--- config.mk ---
export PLATFORM = sky130hd
export DESIGN_NAME = periodic_timer_pulse_capture
export DESIGN_NICKNAME = d
export VERILOG_FILES = /design/src/hw/periodic_timer_pkg.sv /design/src/hw/periodic_timer_pulse_capture.sv /design/src/hw/pin_edge_sync.sv
export VERILOG_INCLUDE_DIRS = /design/src /design/src/hw
export SDC_FILE = /design/constraint.sdc
export NUM_CORES = 1
export LEC_CHECK = 0
export ABC_CLOCK_PERIOD_IN_PS = 2800
export BUFFER_PORTS_ARGS = -buffer_cell sky130_fd_sc_hd__buf_4
export CELL_PAD_IN_SITES_DETAIL_PLACEMENT = 1
export CELL_PAD_IN_SITES_GLOBAL_PLACEMENT = 1
export CORE_MARGIN = 2
export CORE_UTILIZATION = 40
export CTS_BUF_LIST = sky130_fd_sc_hd__clkbuf_8
export DETAILED_ROUTE_END_ITERATION = 10
export PLACE_DENSITY_LB_ADDON = 0.3
export REMOVE_ABC_BUFFERS = 1
export SLEW_MARGIN = 20
export SYNTH_ARGS = -nofsm -noshare
export SYNTH_HDL_FRONTEND = slang
export SYNTH_SLANG_ARGS = --single-unit
--- constraint.sdc ---
create_clock -name clk_in -period 2.8 [get_ports clk_in]
set_clock_uncertainty 0.15 [all_clocks]
set_input_delay 0.28 -clock clk_in [delete_from_list [all_inputs] [get_ports clk_in]]
set_output_delay 0.28 -clock clk_in [all_outputs]
set_load 0.05 [all_outputs]
--- src/hw/periodic_timer_map.svh ---
// Register offsets, field positions, reset values and timing counts.
`ifndef PERIODIC_TIMER_MAP_SVH
`define PERIODIC_TIMER_MAP_SVH

// Register indices on the plain register port.
`define PT_ADDR_CTRL0      4'h0
`define PT_ADDR_CTRL1      4'h1
`define PT_ADDR_CTRL2      4'h2
`define PT_ADDR_INSRC      4'h3
`define PT_ADDR_STATUS     4'h4
`define PT_ADDR_CNT_LO     4'h5
`define PT_ADDR_CNT_HI     4'h6
`define PT_ADDR_COMPARE_A_VALUE_LO    4'h7
`define PT_ADDR_COMPARE_A_VALUE_HI    4'h8
`define PT_ADDR_COMPARE_B_VALUE_LO    4'h9
`define PT_ADDR_COMPARE_B_VALUE_HI    4'hA
`define PT_ADDR_PERIOD_COMPARE_VALUE_LO    4'hB
`define PT_ADDR_PERIOD_COMPARE_VALUE_HI    4'hC

// Field positions.
`define PT_RUN_BIT         0
`define PT_MODE_MSB        7
`define PT_MODE_LSB        6
`define PT_IO_MSB          5
`define PT_IO_LSB          4
`define PT_INIT_BIT        3
`define PT_POL_BIT         2
`define PT_CAPSRC_BIT      1
`define PT_CCLR_BIT        0
`define PT_TCLR_MSB        1
`define PT_TCLR_LSB        0
`define PT_PINSRC_MSB      7
`define PT_PINSRC_LSB      6
`define PT_ST_MATCH_A      0
`define PT_ST_MATCH_P      1
`define PT_ST_CAPTURE      2
`define PT_ST_OVERFLOW     3

// Reset values and the counter maximum.
`define PT_RST_BYTE        8'h00
`define PT_RST_COUNT       10'h000
`define PT_COUNT_MAX       10'h3FF

// Timer clock period and shortest capture pulse, in timer clocks.
`define PT_CLK_PERIOD_NS   40
`define PT_MIN_CAP_CYCLES  2

`endif

--- src/hw/periodic_timer_pkg.sv ---
// Types shared by the periodic timer pulse and capture block.
package periodic_timer_pkg;

  // Operating modes of the mode-select field.
  typedef enum logic [1:0] {
    MODE_COMPARE = 2'b00,
    MODE_CAPTURE = 2'b01,
    MODE_PULSE   = 2'b10,
    MODE_TIMER   = 2'b11
  } mode_t;

  // Capture edge choice held in the io-control field.
  typedef enum logic [1:0] {
    EDGE_RISE = 2'b00,
    EDGE_FALL = 2'b01,
    EDGE_BOTH = 2'b10,
    EDGE_NONE = 2'b11
  } edge_sel_t;

  // One register port request.
  typedef struct packed {
    logic [3:0] addr;
    logic [7:0] wdata;
    logic       wr;
    logic       rd;
  } bus_req_t;

  // Control fields gathered from the control registers.
  typedef struct packed {
    mode_t      mode;
    logic [1:0] io_ctrl;
    logic       init_state;
    logic       polarity;
    logic       cap_src_sel;
    logic [1:0] clear_cond;
    logic [1:0] pin_src;
  } ctrl_t;

endpackage : periodic_timer_pkg

--- src/hw/periodic_timer_pulse_capture.sv ---
// Periodic timer core: single-shot pulse output and capture input modes.
//
// Function
// Firmware selects pulse mode with mode 10 and io-control 11, kept.
// In pulse mode a run bit rise starts counting and the leading edge.
// In pulse mode an external clock pin edge sets the run bit.
// Clearing the run bit, by firmware or compare A, ends the pulse.
// Compare A match clears run, ends pulse and raises the interrupt.
// Pulse mode clears the counter only on run rise; period unused.
// Firmware keeps the run bit high while the pulse is active.
// Mode 01 selects capture mode, edges store the counter.
// Capture source is the capture pin or external clock pin.
// io-control picks rise, fall, both; 11 captures nothing, counter runs.
// Capture mode counter starts on run rise, free-runs until run falls.
// Each selected edge latches the counter into A or B, interrupt.
// Edge select and clear condition jointly choose the capture target.
// Period match clears the counter with interrupt; zero means full range.
// Clear condition adds rise, fall or both edge counter clears.
// Clear condition 00 captures into A only; overflow flag meaningless.
// Capture pulses under two timer clocks may be missed.
// Capture mode ignores clear-select, initial state, polarity; no output.
// Counter and compare registers are ten bits, low and high bytes.
// Active pulse holds level from initial state and polarity.
`include "periodic_timer_map.svh"
`timescale 1ns/10ps
`default_nettype none

module periodic_timer_pulse_capture (
  input  wire logic                       clk_in,
  input  wire logic                       rst_in,
  input  wire periodic_timer_pkg::bus_req_t bus_in,
  output logic [7:0]                      rdata_out,
  input  wire logic                       timer_ext_clock_pin_in,
  input  wire logic [3:0]                 timer_capture_pin_in,
  output logic                            timer_output_out,
  output logic                            timer_int_out,
  output logic                            timer_run_out
);
  import periodic_timer_pkg::*;

  //////////////////////////////////////////////////////////////////////////
  // Declarations.

  logic [7:0] ctrl1_reg,  ctrl1_next;
  logic [1:0] tclr_reg,   tclr_next;
  logic [1:0] pinsrc_reg, pinsrc_next;
  logic       run_reg,    run_next;
  logic       run_prev_reg, run_prev_next;
  logic [9:0] count_reg,  count_next;
  logic [9:0] compare_a_value_reg,   compare_a_value_next;
  logic [9:0] compare_b_value_reg,   compare_b_value_next;
  logic [9:0] period_compare_value_reg,   period_compare_value_next;
  logic [3:0] status_reg, status_next;
  logic [7:0] rdata_reg,  rdata_next;
  logic       out_reg,    out_next;
  logic       int_reg,    int_next;
  ctrl_t      ctrl;
  logic [4:0] pin_level, pin_rise, pin_fall;
  logic       pulse_mode, cap_mode, run_rise;
  logic       match_a, match_p, cap_rise, cap_fall;
  logic       cap_fire, cap_to_b, edge_clear, active_level;
  logic [9:0] period_top;
  edge_sel_t  edge_sel;

  //////////////////////////////////////////////////////////////////////////
  // Pin synchronisers; bit 4 is the external clock pin.

  pin_edge_sync #(
    .WIDTH     (5)
  ) u_sync (
    .clk_in    (clk_in),
    .rst_in    (rst_in),
    .pin_in    ({timer_ext_clock_pin_in, timer_capture_pin_in}),
    .level_out (pin_level),
    .rise_out  (pin_rise),
    .fall_out  (pin_fall)
  );

  //////////////////////////////////////////////////////////////////////////
  // Control decode and event detection.

  // Unpack the control fields into one carrier.
  always_comb begin
    ctrl.mode        = mode_t'(ctrl1_reg[`PT_MODE_MSB:`PT_MODE_LSB]);
    ctrl.io_ctrl     = ctrl1_reg[`PT_IO_MSB:`PT_IO_LSB];
    ctrl.init_state  = ctrl1_reg[`PT_INIT_BIT];
    ctrl.polarity    = ctrl1_reg[`PT_POL_BIT];
    ctrl.cap_src_sel = ctrl1_reg[`PT_CAPSRC_BIT];
    ctrl.clear_cond  = tclr_reg;
    ctrl.pin_src     = pinsrc_reg;
  end

  // Pulse mode needs io-control at 11 as well as mode 10.
  assign pulse_mode = (ctrl.mode == MODE_PULSE) && (ctrl.io_ctrl == 2'b11);
  assign cap_mode   = (ctrl.mode == MODE_CAPTURE);
  assign run_rise   = run_reg && !run_prev_reg;
  assign edge_sel   = edge_sel_t'(ctrl.io_ctrl);
  assign active_level = ctrl.init_state ^ ctrl.polarity;

  // A period of zero runs the counter over its full range.
  assign period_top = (period_compare_value_reg == `PT_RST_COUNT) ? `PT_COUNT_MAX
                                                  : period_compare_value_reg;

  // Compare A only counts once the start cycle has passed.
  assign match_a = pulse_mode && run_reg && !run_rise &&
                   (count_reg == compare_a_value_reg);
  assign match_p = cap_mode && run_reg && !run_rise &&
                   (count_reg == period_top);

  // Pick the capture source after synchronising every candidate pin.
  always_comb begin
    if (ctrl.cap_src_sel) begin
      cap_rise = pin_rise[4];
      cap_fall = pin_fall[4];
    end else begin
      cap_rise = pin_rise[ctrl.pin_src];
      cap_fall = pin_fall[ctrl.pin_src];
    end
  end

  // Selected capture edge and its destination register.
  always_comb begin
    case (edge_sel)
      EDGE_RISE: cap_fire = cap_rise;
      EDGE_FALL: cap_fire = cap_fall;
      EDGE_BOTH: cap_fire = cap_rise || cap_fall;
      EDGE_NONE: cap_fire = 1'b0;
      default:   cap_fire = 1'b0;
    endcase
    cap_fire = cap_fire && cap_mode && run_reg;
    // With extra clears enabled, falling edges land in B.
    cap_to_b = (ctrl.clear_cond != 2'b00) && cap_fall && !cap_rise;
    case (ctrl.clear_cond)
      2'b01:   edge_clear = cap_rise;
      2'b10:   edge_clear = cap_fall;
      2'b11:   edge_clear = cap_rise || cap_fall;
      default: edge_clear = 1'b0;
    endcase
    edge_clear = edge_clear && cap_mode && run_reg;
  end

  //////////////////////////////////////////////////////////////////////////
  // Run bit, counter and output.

  // Run bit: firmware write, then hardware clear, then hardware set.
  always_comb begin
    run_next = run_reg;
    if (bus_in.wr && bus_in.addr == `PT_ADDR_CTRL0) begin
      run_next = bus_in.wdata[`PT_RUN_BIT];
    end
    if (match_a) begin
      run_next = 1'b0;
    end
    if (pulse_mode && pin_rise[4]) begin
      run_next = 1'b1;
    end
    run_prev_next = run_reg;
  end

  // Counter: zero on run rise, wraps at the period in capture mode.
  always_comb begin
    count_next = count_reg;
    if (run_rise && (pulse_mode || cap_mode)) begin
      count_next = `PT_RST_COUNT;
    end else if (run_reg && (match_p || edge_clear)) begin
      count_next = `PT_RST_COUNT;
    end else if (run_reg && (pulse_mode || cap_mode)) begin
      count_next = 10'(count_reg + 10'h001);
    end
  end

  // Pulse mode follows run; capture mode freezes the pin against bit changes.
  always_comb begin
    out_next = !active_level;
    if (pulse_mode && run_next) begin
      out_next = active_level;
    end else if (cap_mode) begin
      out_next = out_reg;
    end
    int_next = match_a || match_p || cap_fire;
  end

  always_ff @(posedge clk_in) begin
    if (rst_in) begin
      run_reg      <= 1'b0;
      run_prev_reg <= 1'b0;
      count_reg    <= `PT_RST_COUNT;
      out_reg      <= 1'b1;
      int_reg      <= 1'b0;
    end else begin
      run_reg      <= run_next;
      run_prev_reg <= run_prev_next;
      count_reg    <= count_next;
      out_reg      <= out_next;
      int_reg      <= int_next;
    end
  end

  //////////////////////////////////////////////////////////////////////////
  // Register file.

  // Writes and captures; a capture wins over a firmware write.
  always_comb begin
    ctrl1_next  = ctrl1_reg;
    tclr_next   = tclr_reg;
    pinsrc_next = pinsrc_reg;
    compare_a_value_next   = compare_a_value_reg;
    compare_b_value_next   = compare_b_value_reg;
    period_compare_value_next   = period_compare_value_reg;
    status_next = status_reg;
    if (bus_in.wr) begin
      case (bus_in.addr)
        `PT_ADDR_CTRL1:   ctrl1_next  = bus_in.wdata;
        `PT_ADDR_CTRL2:   tclr_next   = bus_in.wdata[`PT_TCLR_MSB:`PT_TCLR_LSB];
        `PT_ADDR_INSRC:   pinsrc_next = bus_in.wdata[`PT_PINSRC_MSB:`PT_PINSRC_LSB];
        `PT_ADDR_STATUS:  status_next = status_reg & ~bus_in.wdata[3:0];
        `PT_ADDR_COMPARE_A_VALUE_LO: compare_a_value_next[7:0] = bus_in.wdata;
        `PT_ADDR_COMPARE_A_VALUE_HI: compare_a_value_next[9:8] = bus_in.wdata[1:0];
        `PT_ADDR_COMPARE_B_VALUE_LO: compare_b_value_next[7:0] = bus_in.wdata;
        `PT_ADDR_COMPARE_B_VALUE_HI: compare_b_value_next[9:8] = bus_in.wdata[1:0];
        `PT_ADDR_PERIOD_COMPARE_VALUE_LO: period_compare_value_next[7:0] = bus_in.wdata;
        `PT_ADDR_PERIOD_COMPARE_VALUE_HI: period_compare_value_next[9:8] = bus_in.wdata[1:0];
        default: ;
      endcase
    end
    if (cap_fire && cap_to_b) begin
      compare_b_value_next = count_reg;
    end else if (cap_fire) begin
      compare_a_value_next = count_reg;
    end
    // Hardware sets beat a same-cycle clear.
    if (match_a) status_next[`PT_ST_MATCH_A] = 1'b1;
    if (match_p) status_next[`PT_ST_MATCH_P] = 1'b1;
    if (cap_fire) status_next[`PT_ST_CAPTURE] = 1'b1;
    if (match_p && ctrl.clear_cond != 2'b00) begin
      status_next[`PT_ST_OVERFLOW] = 1'b1;
    end
  end

  // Read data stand for one cycle after the read strobe.
  always_comb begin
    rdata_next = `PT_RST_BYTE;
    if (bus_in.rd) begin
      case (bus_in.addr)
        `PT_ADDR_CTRL0:   rdata_next = {7'h00, run_reg};
        `PT_ADDR_CTRL1:   rdata_next = ctrl1_reg;
        `PT_ADDR_CTRL2:   rdata_next = {6'h00, tclr_reg};
        `PT_ADDR_INSRC:   rdata_next = {pinsrc_reg, 6'h00};
        `PT_ADDR_STATUS:  rdata_next = {4'h0, status_reg};
        `PT_ADDR_CNT_LO:  rdata_next = count_reg[7:0];
        `PT_ADDR_CNT_HI:  rdata_next = {6'h00, count_reg[9:8]};
        `PT_ADDR_COMPARE_A_VALUE_LO: rdata_next = compare_a_value_reg[7:0];
        `PT_ADDR_COMPARE_A_VALUE_HI: rdata_next = {6'h00, compare_a_value_reg[9:8]};
        `PT_ADDR_COMPARE_B_VALUE_LO: rdata_next = compare_b_value_reg[7:0];
        `PT_ADDR_COMPARE_B_VALUE_HI: rdata_next = {6'h00, compare_b_value_reg[9:8]};
        `PT_ADDR_PERIOD_COMPARE_VALUE_LO: rdata_next = period_compare_value_reg[7:0];
        `PT_ADDR_PERIOD_COMPARE_VALUE_HI: rdata_next = {6'h00, period_compare_value_reg[9:8]};
        default:          rdata_next = `PT_RST_BYTE;
      endcase
    end
  end

  always_ff @(posedge clk_in) begin
    if (rst_in) begin
      ctrl1_reg  <= `PT_RST_BYTE;
      tclr_reg   <= 2'b00;
      pinsrc_reg <= 2'b00;
      compare_a_value_reg   <= `PT_RST_COUNT;
      compare_b_value_reg   <= `PT_RST_COUNT;
      period_compare_value_reg   <= `PT_RST_COUNT;
      status_reg <= 4'h0;
      rdata_reg  <= `PT_RST_BYTE;
    end else begin
      ctrl1_reg  <= ctrl1_next;
      tclr_reg   <= tclr_next;
      pinsrc_reg <= pinsrc_next;
      compare_a_value_reg   <= compare_a_value_next;
      compare_b_value_reg   <= compare_b_value_next;
      period_compare_value_reg   <= period_compare_value_next;
      status_reg <= status_next;
      rdata_reg  <= rdata_next;
    end
  end

  assign rdata_out        = rdata_reg;
  assign timer_output_out = out_reg;
  assign timer_int_out    = int_reg;
  assign timer_run_out    = run_reg;
endmodule : periodic_timer_pulse_capture

`default_nettype wire

--- src/hw/pin_edge_sync.sv ---
// Two-stage pin synchroniser with rising and falling edge pulses.
`timescale 1ns/10ps
`default_nettype none

module pin_edge_sync #(
  parameter int WIDTH = 1
) (
  input  wire logic             clk_in,
  input  wire logic             rst_in,
  input  wire logic [WIDTH-1:0] pin_in,
  output logic      [WIDTH-1:0] level_out,
  output logic      [WIDTH-1:0] rise_out,
  output logic      [WIDTH-1:0] fall_out
);

  logic [WIDTH-1:0] meta_reg;
  logic [WIDTH-1:0] sync_reg;
  logic [WIDTH-1:0] prev_reg;
  logic [WIDTH-1:0] meta_next;
  logic [WIDTH-1:0] sync_next;
  logic [WIDTH-1:0] prev_next;

  // Next values: the first stage feeds only the second.
  always_comb begin
    meta_next = pin_in;
    sync_next = meta_reg;
    prev_next = sync_reg;
  end

  // Synchroniser and history flops.
  always_ff @(posedge clk_in) begin
    if (rst_in) begin
      meta_reg <= '0;
      sync_reg <= '0;
      prev_reg <= '0;
    end else begin
      meta_reg <= meta_next;
      sync_reg <= sync_next;
      prev_reg <= prev_next;
    end
  end

  // Edges compare the settled stage with its history.
  assign level_out = sync_reg;
  assign rise_out  = sync_reg & ~prev_reg;
  assign fall_out  = ~sync_reg & prev_reg;

endmodule : pin_edge_sync

`default_nettype wire

## Yosys cells after proc, flatten, opt, wreduce, memory -nomap -nowiden

Cells that the tools add are included.

| storage, ports and cells | value |
|---|---|
| word-level logic and storage cells | 143 |
| register bits | 83 |
| output and inout port bits | 11 |
| bits of input ports | 21 |

| cells by class | value |
|---|---|
| $add $sub $neg | 1 |
| bitwise operators | 8 |
| order comparisons | 1 |
| reduce and logical (&&, ||, !) cells | 59 |
| muxes and demuxes | 30 |
| eq/ne operators | 23 |

Operator list:

| kind | number |
|---|---|
| $pmux W8 S13 | 1 |
| $mux W10 | 6 |
| $reduce_bool A2 Y1 | 12 |
| $logic_and A1 B1 Y1 | 22 |
| $reduce_and A2 Y1 | 11 |
| $eq A10 B10 Y1 | 2 |
| $eq A4 B4 Y1 const B | 5 |
| $eq A4 B3 Y1 const B | 4 |
| $mux W8 | 2 |
| $mux W1 | 13 |
| $add A10 B1 Y10 const B | 1 |
| $and A5 B5 Y5 | 2 |
| $eq A2 B2 Y1 const B | 5 |
| $logic_not A10 Y1 | 1 |
| $not A5 Y5 | 2 |
| $eq A4 B2 Y1 const B | 2 |
| $mux W4 | 2 |
| $eq A2 B1 Y1 const B | 3 |
| $logic_or A1 B1 Y1 | 5 |
| $and A4 B4 Y4 | 1 |
| $bmux W1 S2 | 2 |
| $eq A4 B1 Y1 const B | 1 |
| $logic_not A1 Y1 | 4 |
| $logic_not A4 Y1 | 1 |
| other kinds (11) | 12 |

## Depth between registers and ports, before layout

Gate-level depths: netlist of the first run.

| logic depth | value |
|---|---|
| depth after elaboration | 12 |
| depth in mapped cells | 8 |
| mapped depth without buffers | 6 |

## Modules after synthesis

Synthesis of the first run repeated with hierarchy kept, for this count alone.

| unflattened totals | value |
|---|---|
| cell total of the unflattened synthesis | 515 |
| area total of the unflattened synthesis | 4257.8 um^2 |

Modules (own cells, without submodules):

| module | seq. area each (um^2) | area an instance (um^2) | times used | cells each |
|---|---|---|---|---|
| periodic_timer_pulse_capture | 1361.3 | 3762.4 | 1 | 474 |
| pin_edge_sync | 300.3 | 495.5 | 1 | 41 |

## Least setup slack after synthesis of the first run

OpenSTA, ideal clock, no wires.

| timing | value |
|---|---|
| path kind | reg-to-reg |
| start | reg period_compare_value_reg[1] |
| end | reg count_reg[6] |
| cell stages (with the launch flop) | 7 |
| library setup time | 133 ps |
| path buffers | 0 |
| data arrival time | 1838 ps |
| setup slack | 679 ps |
| required time | 2517 ps |
| clock period less this slack | 2121 ps |
| cell sequence | dfxtp_1 -> nor4_1 -> nand3_1 -> mux2i_1 -> nor4_2 -> o2bb2ai_4 -> nor3_1 |

| between the ends | value |
|---|---|
| longest elaborated chain between the ends | 7 |

RTL lines:

| item | line | RTL |
|---|---|---|
| from (decl) | periodic_timer_pulse_capture.sv:52 | `logic [9:0] period_compare_value_reg, period_compare_value_next;` |
| from (signal assigned) | periodic_timer_pulse_capture.sv:270 | `` period_compare_value_reg <= `PT_RST_COUNT; `` |
| from (signal assigned) | periodic_timer_pulse_capture.sv:279 | `period_compare_value_reg <= period_compare_value_next;` |
| $logic_not A10 Y1 (no line) | -- |  |
| $mux W10 * | periodic_timer_pulse_capture.sv:101 | `` assign period_top = (period_compare_value_reg == `PT_RST_COUNT) ? `PT_COUNT_MAX `` |
| $eq A10 B10 Y1 * | periodic_timer_pulse_capture.sv:108 | `(count_reg == period_top);` |
| $logic_and A1 B1 Y1 * | periodic_timer_pulse_capture.sv:107 | `assign match_p = cap_mode && run_reg && !run_rise &&` |
| $logic_or A1 B1 Y1 * | periodic_timer_pulse_capture.sv:165 | `end else if (run_reg && (match_p \|\| edge_clear)) begin` |
| $logic_and A1 B1 Y1 * | periodic_timer_pulse_capture.sv:165 |  |
| $reduce_or A3 Y1 (no line) * | -- |  |
| to (signal assigned) | periodic_timer_pulse_capture.sv:187 | `` count_reg <= `PT_RST_COUNT; `` |
| to (signal assigned) | periodic_timer_pulse_capture.sv:193 | `count_reg <= count_next;` |
| to (decl) | periodic_timer_pulse_capture.sv:49 | `logic [9:0] count_reg, count_next;` |

Mark *: on every way between the ends. The rest lies on a longest branch, timed or not.
A chain may end at the register's enable or synchronous reset.

## Final worst setup path of the first run

| timing | value |
|---|---|
| start | reg period_compare_value_reg[9] |
| end | reg count_reg[5] |

Same word-level chain as after synthesis.

==> metrics.csv, run 1 <==
stage,metric,value,unit
clock_tree,CTS tree,built,
timing,Final Hold Viols,0,
yosys,mux share of post-synthesis cell area,9.97,%
setup_path,Reg2Reg Depth,6,
yosys,combinational family with the most area after synthesis,simple AND/OR/NAND/NOR gates,
setup_path,Worst Setup SP,period_compare_value_reg[9],
timing,count of final setup violators,0,
clock_tree,CTS max path bufs,2,
yosys,cells taking the most area after synthesis,"dfxtp_1 38%, mux2i_1 7.7%, nor2b_1 4.8%",
cells_and_area,# nets final,568,
setup_path,"Largest delay share family, worst path",simple AND/OR/NAND/NOR gates,
yosys,XOR/XNOR share of the synthesized area,4.74,%
yosys,post-synthesis adder-cell area fraction,0.282,%
yosys,"count leader, synth",dfxtp_1,
grt,largest net degree at the start of global routing,48,
drt,Final ANT Viol Nets,0,
worst_hold_path,Hold Path Class,in2reg,
clock_tree,root buffer cell,clkbuf_8,
setup_path,critical path depth in cells,6,
power,power density cells,460,nW/µm²
clock_tree,maximum level of the CTS H-tree,3,
setup_path,crit path cell chain,nor4_1 -> nand3_1 -> mux2i_1 -> nor4_2 -> o2bb2ai_4 -> nor3_1,
setup_path,Reg2Reg Setup Slack,170,ps
yosys,Post-synth EDFFs,0,
timing,Period minus WS final,2630,ps
setup_path,CP Capture Type,flip-flop,
yosys,#FFs+latches synth,83,
power,Switching Share,26.6,%
timing,RSZ-0062 raised after global routing,false,
yosys,post-synthesis cell count,528,
floorplan,core area,10800,µm²
clock_tree,cts bufs inserted,9,
run,total of max-cap violations,0,
clock_tree,CTS Hold Bufs,5,
yosys,Compound-Gate Fraction of Synth Area,18.0,%
yosys,Synth top cells by count,"83 x dfxtp_1, 52 x nor2_1, 37 x a21oi_1",
grt,gr usage total,25.5,%
floorplan,I/O Pins,32,
status,status,finished clean,
timing,Final Max Slew Viols,0,
timing,setup_tns,0,ps
setup_path,CP required,2890,ps
yosys,Synth Warn #,0,
clock_tree,CTS sink cnt,83,
yosys,Synth cell types,58,
floorplan,Die Ht,109,µm
yosys,Post-Synthesis Cell Area,4430,µm²
drt,via count,4064,
drt,Remaining DRCs,0,
setup_path,peak fanout along the critical path,10,
drt,drt total wl,14100,µm
grt,initial antenna violation count,0,
yosys,Mapped Avg Cell Area,8.39,µm²
drt,initial drt markers,237,
power,sequential share of power,52.8,%
drt,Avg WL per Cell,20.4,µm
setup_path,Reg2Reg Launch Point,period_compare_value_reg[9],
floorplan,die width,109,µm
grt,vias in the first global route,4291,
place,port bufs,31,
cells_and_area,antenna diode count,0,
yosys,post-synthesis sequential area ratio,37.5,%
floorplan,Die ar.,11900,µm²
power,sw power,0.610,mW
place,DP HPWL,10100,µm
timing,fin crit share,94.0,%
cells_and_area,Final Util,46.0,%
yosys,Main synth FF type,dfxtp_1,
yosys,cell taking the most area after synthesis,dfxtp_1,
timing,Worst slew margin,26.3,%
clock_tree,"Reg clk slew, reported paths",80,ps
power,part of the power in combinational logic,9.1,%
power,Leak Pwr,1.85,nW
grt,GR Overflow Total,0,
timing,f_max,380,MHz
yosys,simple logic cell fraction of the synthesized area,23.2,%
timing,actual slew at the worst max-slew pin,1100,ps
cells_and_area,layout cells sized above 1,16.0,%
floorplan,Starting Density,40.9,%
setup_path,Worst Path Arrival,2720,ps
clock_tree,Worst-Skew Late Latency,380,ps
setup_path,reg2reg end,count_reg[5],
setup_path,Setup crit end,count_reg[5],
setup_path,crit-path max cell delay,610,ps
drt,drt first pass iters,4,
clock_tree,# resized after CTS,0,
setup_path,"Worst Path Class, Setup",reg2reg,
yosys,async set or reset register ratio after synthesis,0,%
grt,global-route wire length before repair,22700,µm
floorplan,# rows,38,
power,Peak VDD IR,0.307,mV
yosys,Synth top area share,37.5,%
setup_path,Worst path slowest cell,nor4_1,
cells_and_area,Area Growth Syn to Fin,12.6,%
setup_path,Setup crit start kind,flip-flop,
clock_tree,postcts setup bufs,0,
drt,Vias per Instance,5.88,
power,Clock Power Share,38.1,%
place,gp weighted congestion,0.858,
power,Pint,1.69,mW
setup_path,worst path bufs/invs,0,
layout by cell type (no fill, tap or decap), drive strengths merged, types with 7 or more instances in the layout:
master	instances
a211oi	14
a21oi	37
a221oi	7
a22oi	12
a31oi	7
buf	49
clkbuf	9
dfxtp	83
inv	14
mux2i	35
nand2	37
nand3	16
nor2	54
nor2b	34
nor3	17
nor4	9
o21ai	30
or3	10
xnor2	15
xor2	9
metrics by stage:
step	instance area, µm²	setup slack, ps	total power [mW]	hold slack [ps]	std cells
final	4990	167	2.30	27.9	691
after global placement	4750	263	1.43	266	670
after global routing	4990	26.1	2.39	43.6	691
after detailed placement	4750	259	1.44	290	670
after CTS	4990	221	2.31	25.6	691
after floorplan	4200	369	1.33	199	481
cell families after synthesis:
group / count (synthesis)
fa+ha+maj: 1
xor+xnor: 24
compound gates: 122
flops: 83
simple gates: 198
mux: 40
buf+inv: 60
power by group through the flow:
stage | combinational, mW | sequential, mW | clock, mW
finish | 0.209 | 1.21 | 0.876
global route | 0.228 | 1.21 | 0.952
detailed placement | 0.201 | 1.24 | 0
floorplan | 0.0881 | 1.24 | 0
CTS | 0.207 | 1.21 | 0.891
global placement | 0.196 | 1.24 | 0
worst min-delay path by stage:
| stage | cells after the start | slack [ps] | end | start |
|---|---|---|---|---|
| 3_3_place_gp | 1 | 270 | u_sync.level_out[1] | u_sync.meta_reg[1] |
| 5_1_grt | 3 | 40 | ctrl1_reg[4] | bus_in[6] |
| 3_5_place_dp | 1 | 290 | u_sync.level_out[3] | u_sync.meta_reg[3] |
| 2_1_floorplan | 1 | 200 | compare_a_value_reg[0] | rst_in |
| 4_1_cts | 3 | 30 | period_compare_value_reg[5] | bus_in[7] |
| 6_report | 3 | 30 | ctrl1_reg[4] | bus_in[6] |
layout make-up:
cell class | count | area, µm²
inverters | 13 | 48.8
fillers | 1315 | 5850
clock buffers | 9 | 124
multi-input cells | 385 | 2490
repair buffers | 54 | 418
clock inverters | 7 | 70.1
flip-flops and latches | 83 | 1660
well taps | 140 | 175
metal layers:
layer  wire length, µm  up-vias  GRT usage, %
li1                  -     1910             -
met1              6330     2011          32.6
met2              6540      113          40.8
met3               800       30          5.14
met4               442        0          12.5
met5                 0        -             0
worst register-to-register path, stage by stage (launching register included):
cell	delay, ps
dfxtp_1	380
nor4_1	610
nand3_1	320
mux2i_1	200
nor4_2	490
o2bb2ai_4	250
nor3_1	90
Power figures use the tool's default switching activity.
==> inputs of run 2 (changes only) <==
--- a/config.mk
+++ b/config.mk
@@ -11,7 +11,7 @@
 export CELL_PAD_IN_SITES_DETAIL_PLACEMENT = 1
 export CELL_PAD_IN_SITES_GLOBAL_PLACEMENT = 1
 export CORE_MARGIN = 2
-export CORE_UTILIZATION = 40
+export CORE_UTILIZATION = 45
 export CTS_BUF_LIST = sky130_fd_sc_hd__clkbuf_8
 export DETAILED_ROUTE_END_ITERATION = 10
 export PLACE_DENSITY_LB_ADDON = 0.3
==> run 2 against run 1 <==
Register-to-register slack is essentially flat. Flip-flop and latch count unchanged. Combinational power barely moved. Power decreased by 3.4%. Worst setup slack about the same. Cell area is 0.63% lower. Critical path type unchanged. Critical endpoint is now count_reg[4]. Largest power group unchanged.
==> metrics.csv, run 2 (synthesis results as in run 1) <==
stage,metric,value,unit,change
status,status,finished clean,,unchanged
cells_and_area,layout cells sized above 1,15.8,%,was 16.0%
grt,global-route wire length before repair,22100,µm,was 22700 µm
timing,RSZ-0062 raised after global routing,false,,unchanged
grt,vias in the first global route,4169,,was 4291
place,gp weighted congestion,0.866,,was 0.858
clock_tree,"Reg clk slew, reported paths",100,ps,was 80 ps
clock_tree,cts bufs inserted,9,,unchanged
drt,initial drt markers,263,,was 237
cells_and_area,# nets final,567,,was 568
floorplan,Die ar.,10700,µm²,was 11900 µm²
grt,GR Overflow Total,0,,unchanged
clock_tree,CTS tree,built,,unchanged
place,DP HPWL,9930,µm,was 10100 µm
drt,drt first pass iters,5,,was 4
timing,actual slew at the worst max-slew pin,832,ps,was 1100 ps
grt,initial antenna violation count,0,,unchanged
clock_tree,CTS max path bufs,2,,unchanged
drt,drt total wl,14100,µm,about the same
drt,Remaining DRCs,0,,unchanged
floorplan,# rows,36,,was 38
timing,Final Max Slew Viols,0,,unchanged
clock_tree,Worst-Skew Late Latency,380,ps,about the same
grt,largest net degree at the start of global routing,55,,was 48
floorplan,die width,103,µm,was 109 µm
setup_path,peak fanout along the critical path,10,,unchanged
clock_tree,CTS sink cnt,83,,unchanged
floorplan,I/O Pins,32,,unchanged
drt,via count,4118,,was 4064
grt,gr usage total,27.9,%,was 25.5%
timing,f_max,380,MHz,about the same
clock_tree,root buffer cell,clkbuf_8,,unchanged
timing,setup_tns,0,ps,unchanged
setup_path,"Worst Path Class, Setup",reg2reg,,unchanged
clock_tree,# resized after CTS,0,,unchanged
setup_path,CP Capture Type,flip-flop,,unchanged
timing,Worst slew margin,44.5,%,was 26.3%
floorplan,Starting Density,45.7,%,was 40.9%
floorplan,Die Ht,103,µm,was 109 µm
worst_hold_path,Hold Path Class,in2reg,,unchanged
cells_and_area,"commonest cells after routing, fill and taps aside","83 x dfxtp_1, 52 x nor2_1, 48 x buf_4",,"was 83 x dfxtp_1, 52 x nor2_1, 49 x buf_4"
power,Peak VDD IR,0.295,mV,was 0.307 mV
floorplan,core area,9680,µm²,was 10800 µm²
power,power density cells,447,nW/µm²,was 460 nW/µm²
timing,Period minus WS final,2630,ps,about the same
setup_path,Worst Path Arrival,2720,ps,about the same
run,total of max-cap violations,0,,unchanged
cells_and_area,fill cell count,1198,,was 1315
setup_path,Setup crit start kind,flip-flop,,unchanged
cells_and_area,Final Util,51.2,%,was 46.0%
drt,Vias per Instance,6.04,,was 5.88
setup_path,CP required,2890,ps,about the same
drt,Final ANT Viol Nets,0,,unchanged
drt,Avg WL per Cell,20.7,µm,was 20.4 µm
cells_and_area,antenna diode count,0,,unchanged
power,Leak Pwr,1.83,nW,was 1.85 nW
timing,fin crit share,94.0,%,about the same
timing,count of final setup violators,0,,unchanged
clock_tree,maximum level of the CTS H-tree,3,,unchanged
timing,Final Hold Viols,0,,unchanged
cells_and_area,"most common cell after layout, fill and taps aside",dfxtp_1,,unchanged
place,port bufs,31,,unchanged
cells_and_area,Area Growth Syn to Fin,11.9,%,was 12.6%
## run 2: cell count changes in the layout (fill, tap and decap cells not counted), sizes merged
cell and delta:
clkinvlp +1, bufinv -1, buf -1, inv -1
## run 2: per-layer routing
metal	up-vias	track usage, %	share of wire (%)
met3	29	6.25	5.4
met5	-	0	0
met4	0	11.9	2.9
met1	2052	35.8	45
li1	1912	-	-
met2	125	45.4	47
## run 2: worst paths after layout
kind,startpoint,slack [ps],depth (start not counted),end
hold reg to reg,u_sync.meta_reg[2],300,1,u_sync.level_out[2]
setup / recovery,period_compare_value_reg[9],170,6,count_reg[4]
hold / removal,bus_in[7],40,3,period_compare_value_reg[5]
setup reg to reg,period_compare_value_reg[9],170,6,count_reg[4]
## run 2: critical path, cell delays in order (launching register included)
cell and delay, ps:
dfxtp_1 390, nor4_1 560, nand3_1 350, mux2i_1 220, nor4_2 460, o2bb2ai_4 250, nor3_1 100
## run 2: timing repair
item | in CTS | in global routing
hold buffers | 5 | 0
buffers inserted | 0 | 0
hold endpoints to repair | 5 | 0
## run 2: where the power goes
part | switching (mW) | internal (mW) | leakage (nW)
registers | 0.0145 | 1.20 | 0.672
clock network | 0.477 | 0.319 | 0.0850
logic | 0.132 | 0.0777 | 1.07
total | 0.624 | 1.59 | 1.83
## run 2: final cells by class
| type | count | area [µm²] | share of cell area, % |
|---|---|---|---|
| sequential | 83 | 1660 | 33.5 |
| inverter | 13 | 48.8 | 0.984 |
| clock inverter | 6 | 43.8 | 0.883 |
| tap | 133 | 166 | 3.36 |
| multi-input combinational | 385 | 2500 | 50.5 |
| clock buffer | 9 | 124 | 2.50 |
| timing repair buffer | 53 | 410 | 8.28 |
## run 2: through the flow
stage	power, mW	area [µm²]	setup WS [ps]	hold slack [ps]	instances
after floorplan	1.33	4200	369	199	481
after global placement	1.43	4730	378	267	662
after detailed placement	1.44	4730	205	282	662
after CTS	2.22	4950	176	40.0	682
after global routing	2.29	4960	102	49.2	682
final	2.22	4960	167	40.7	682
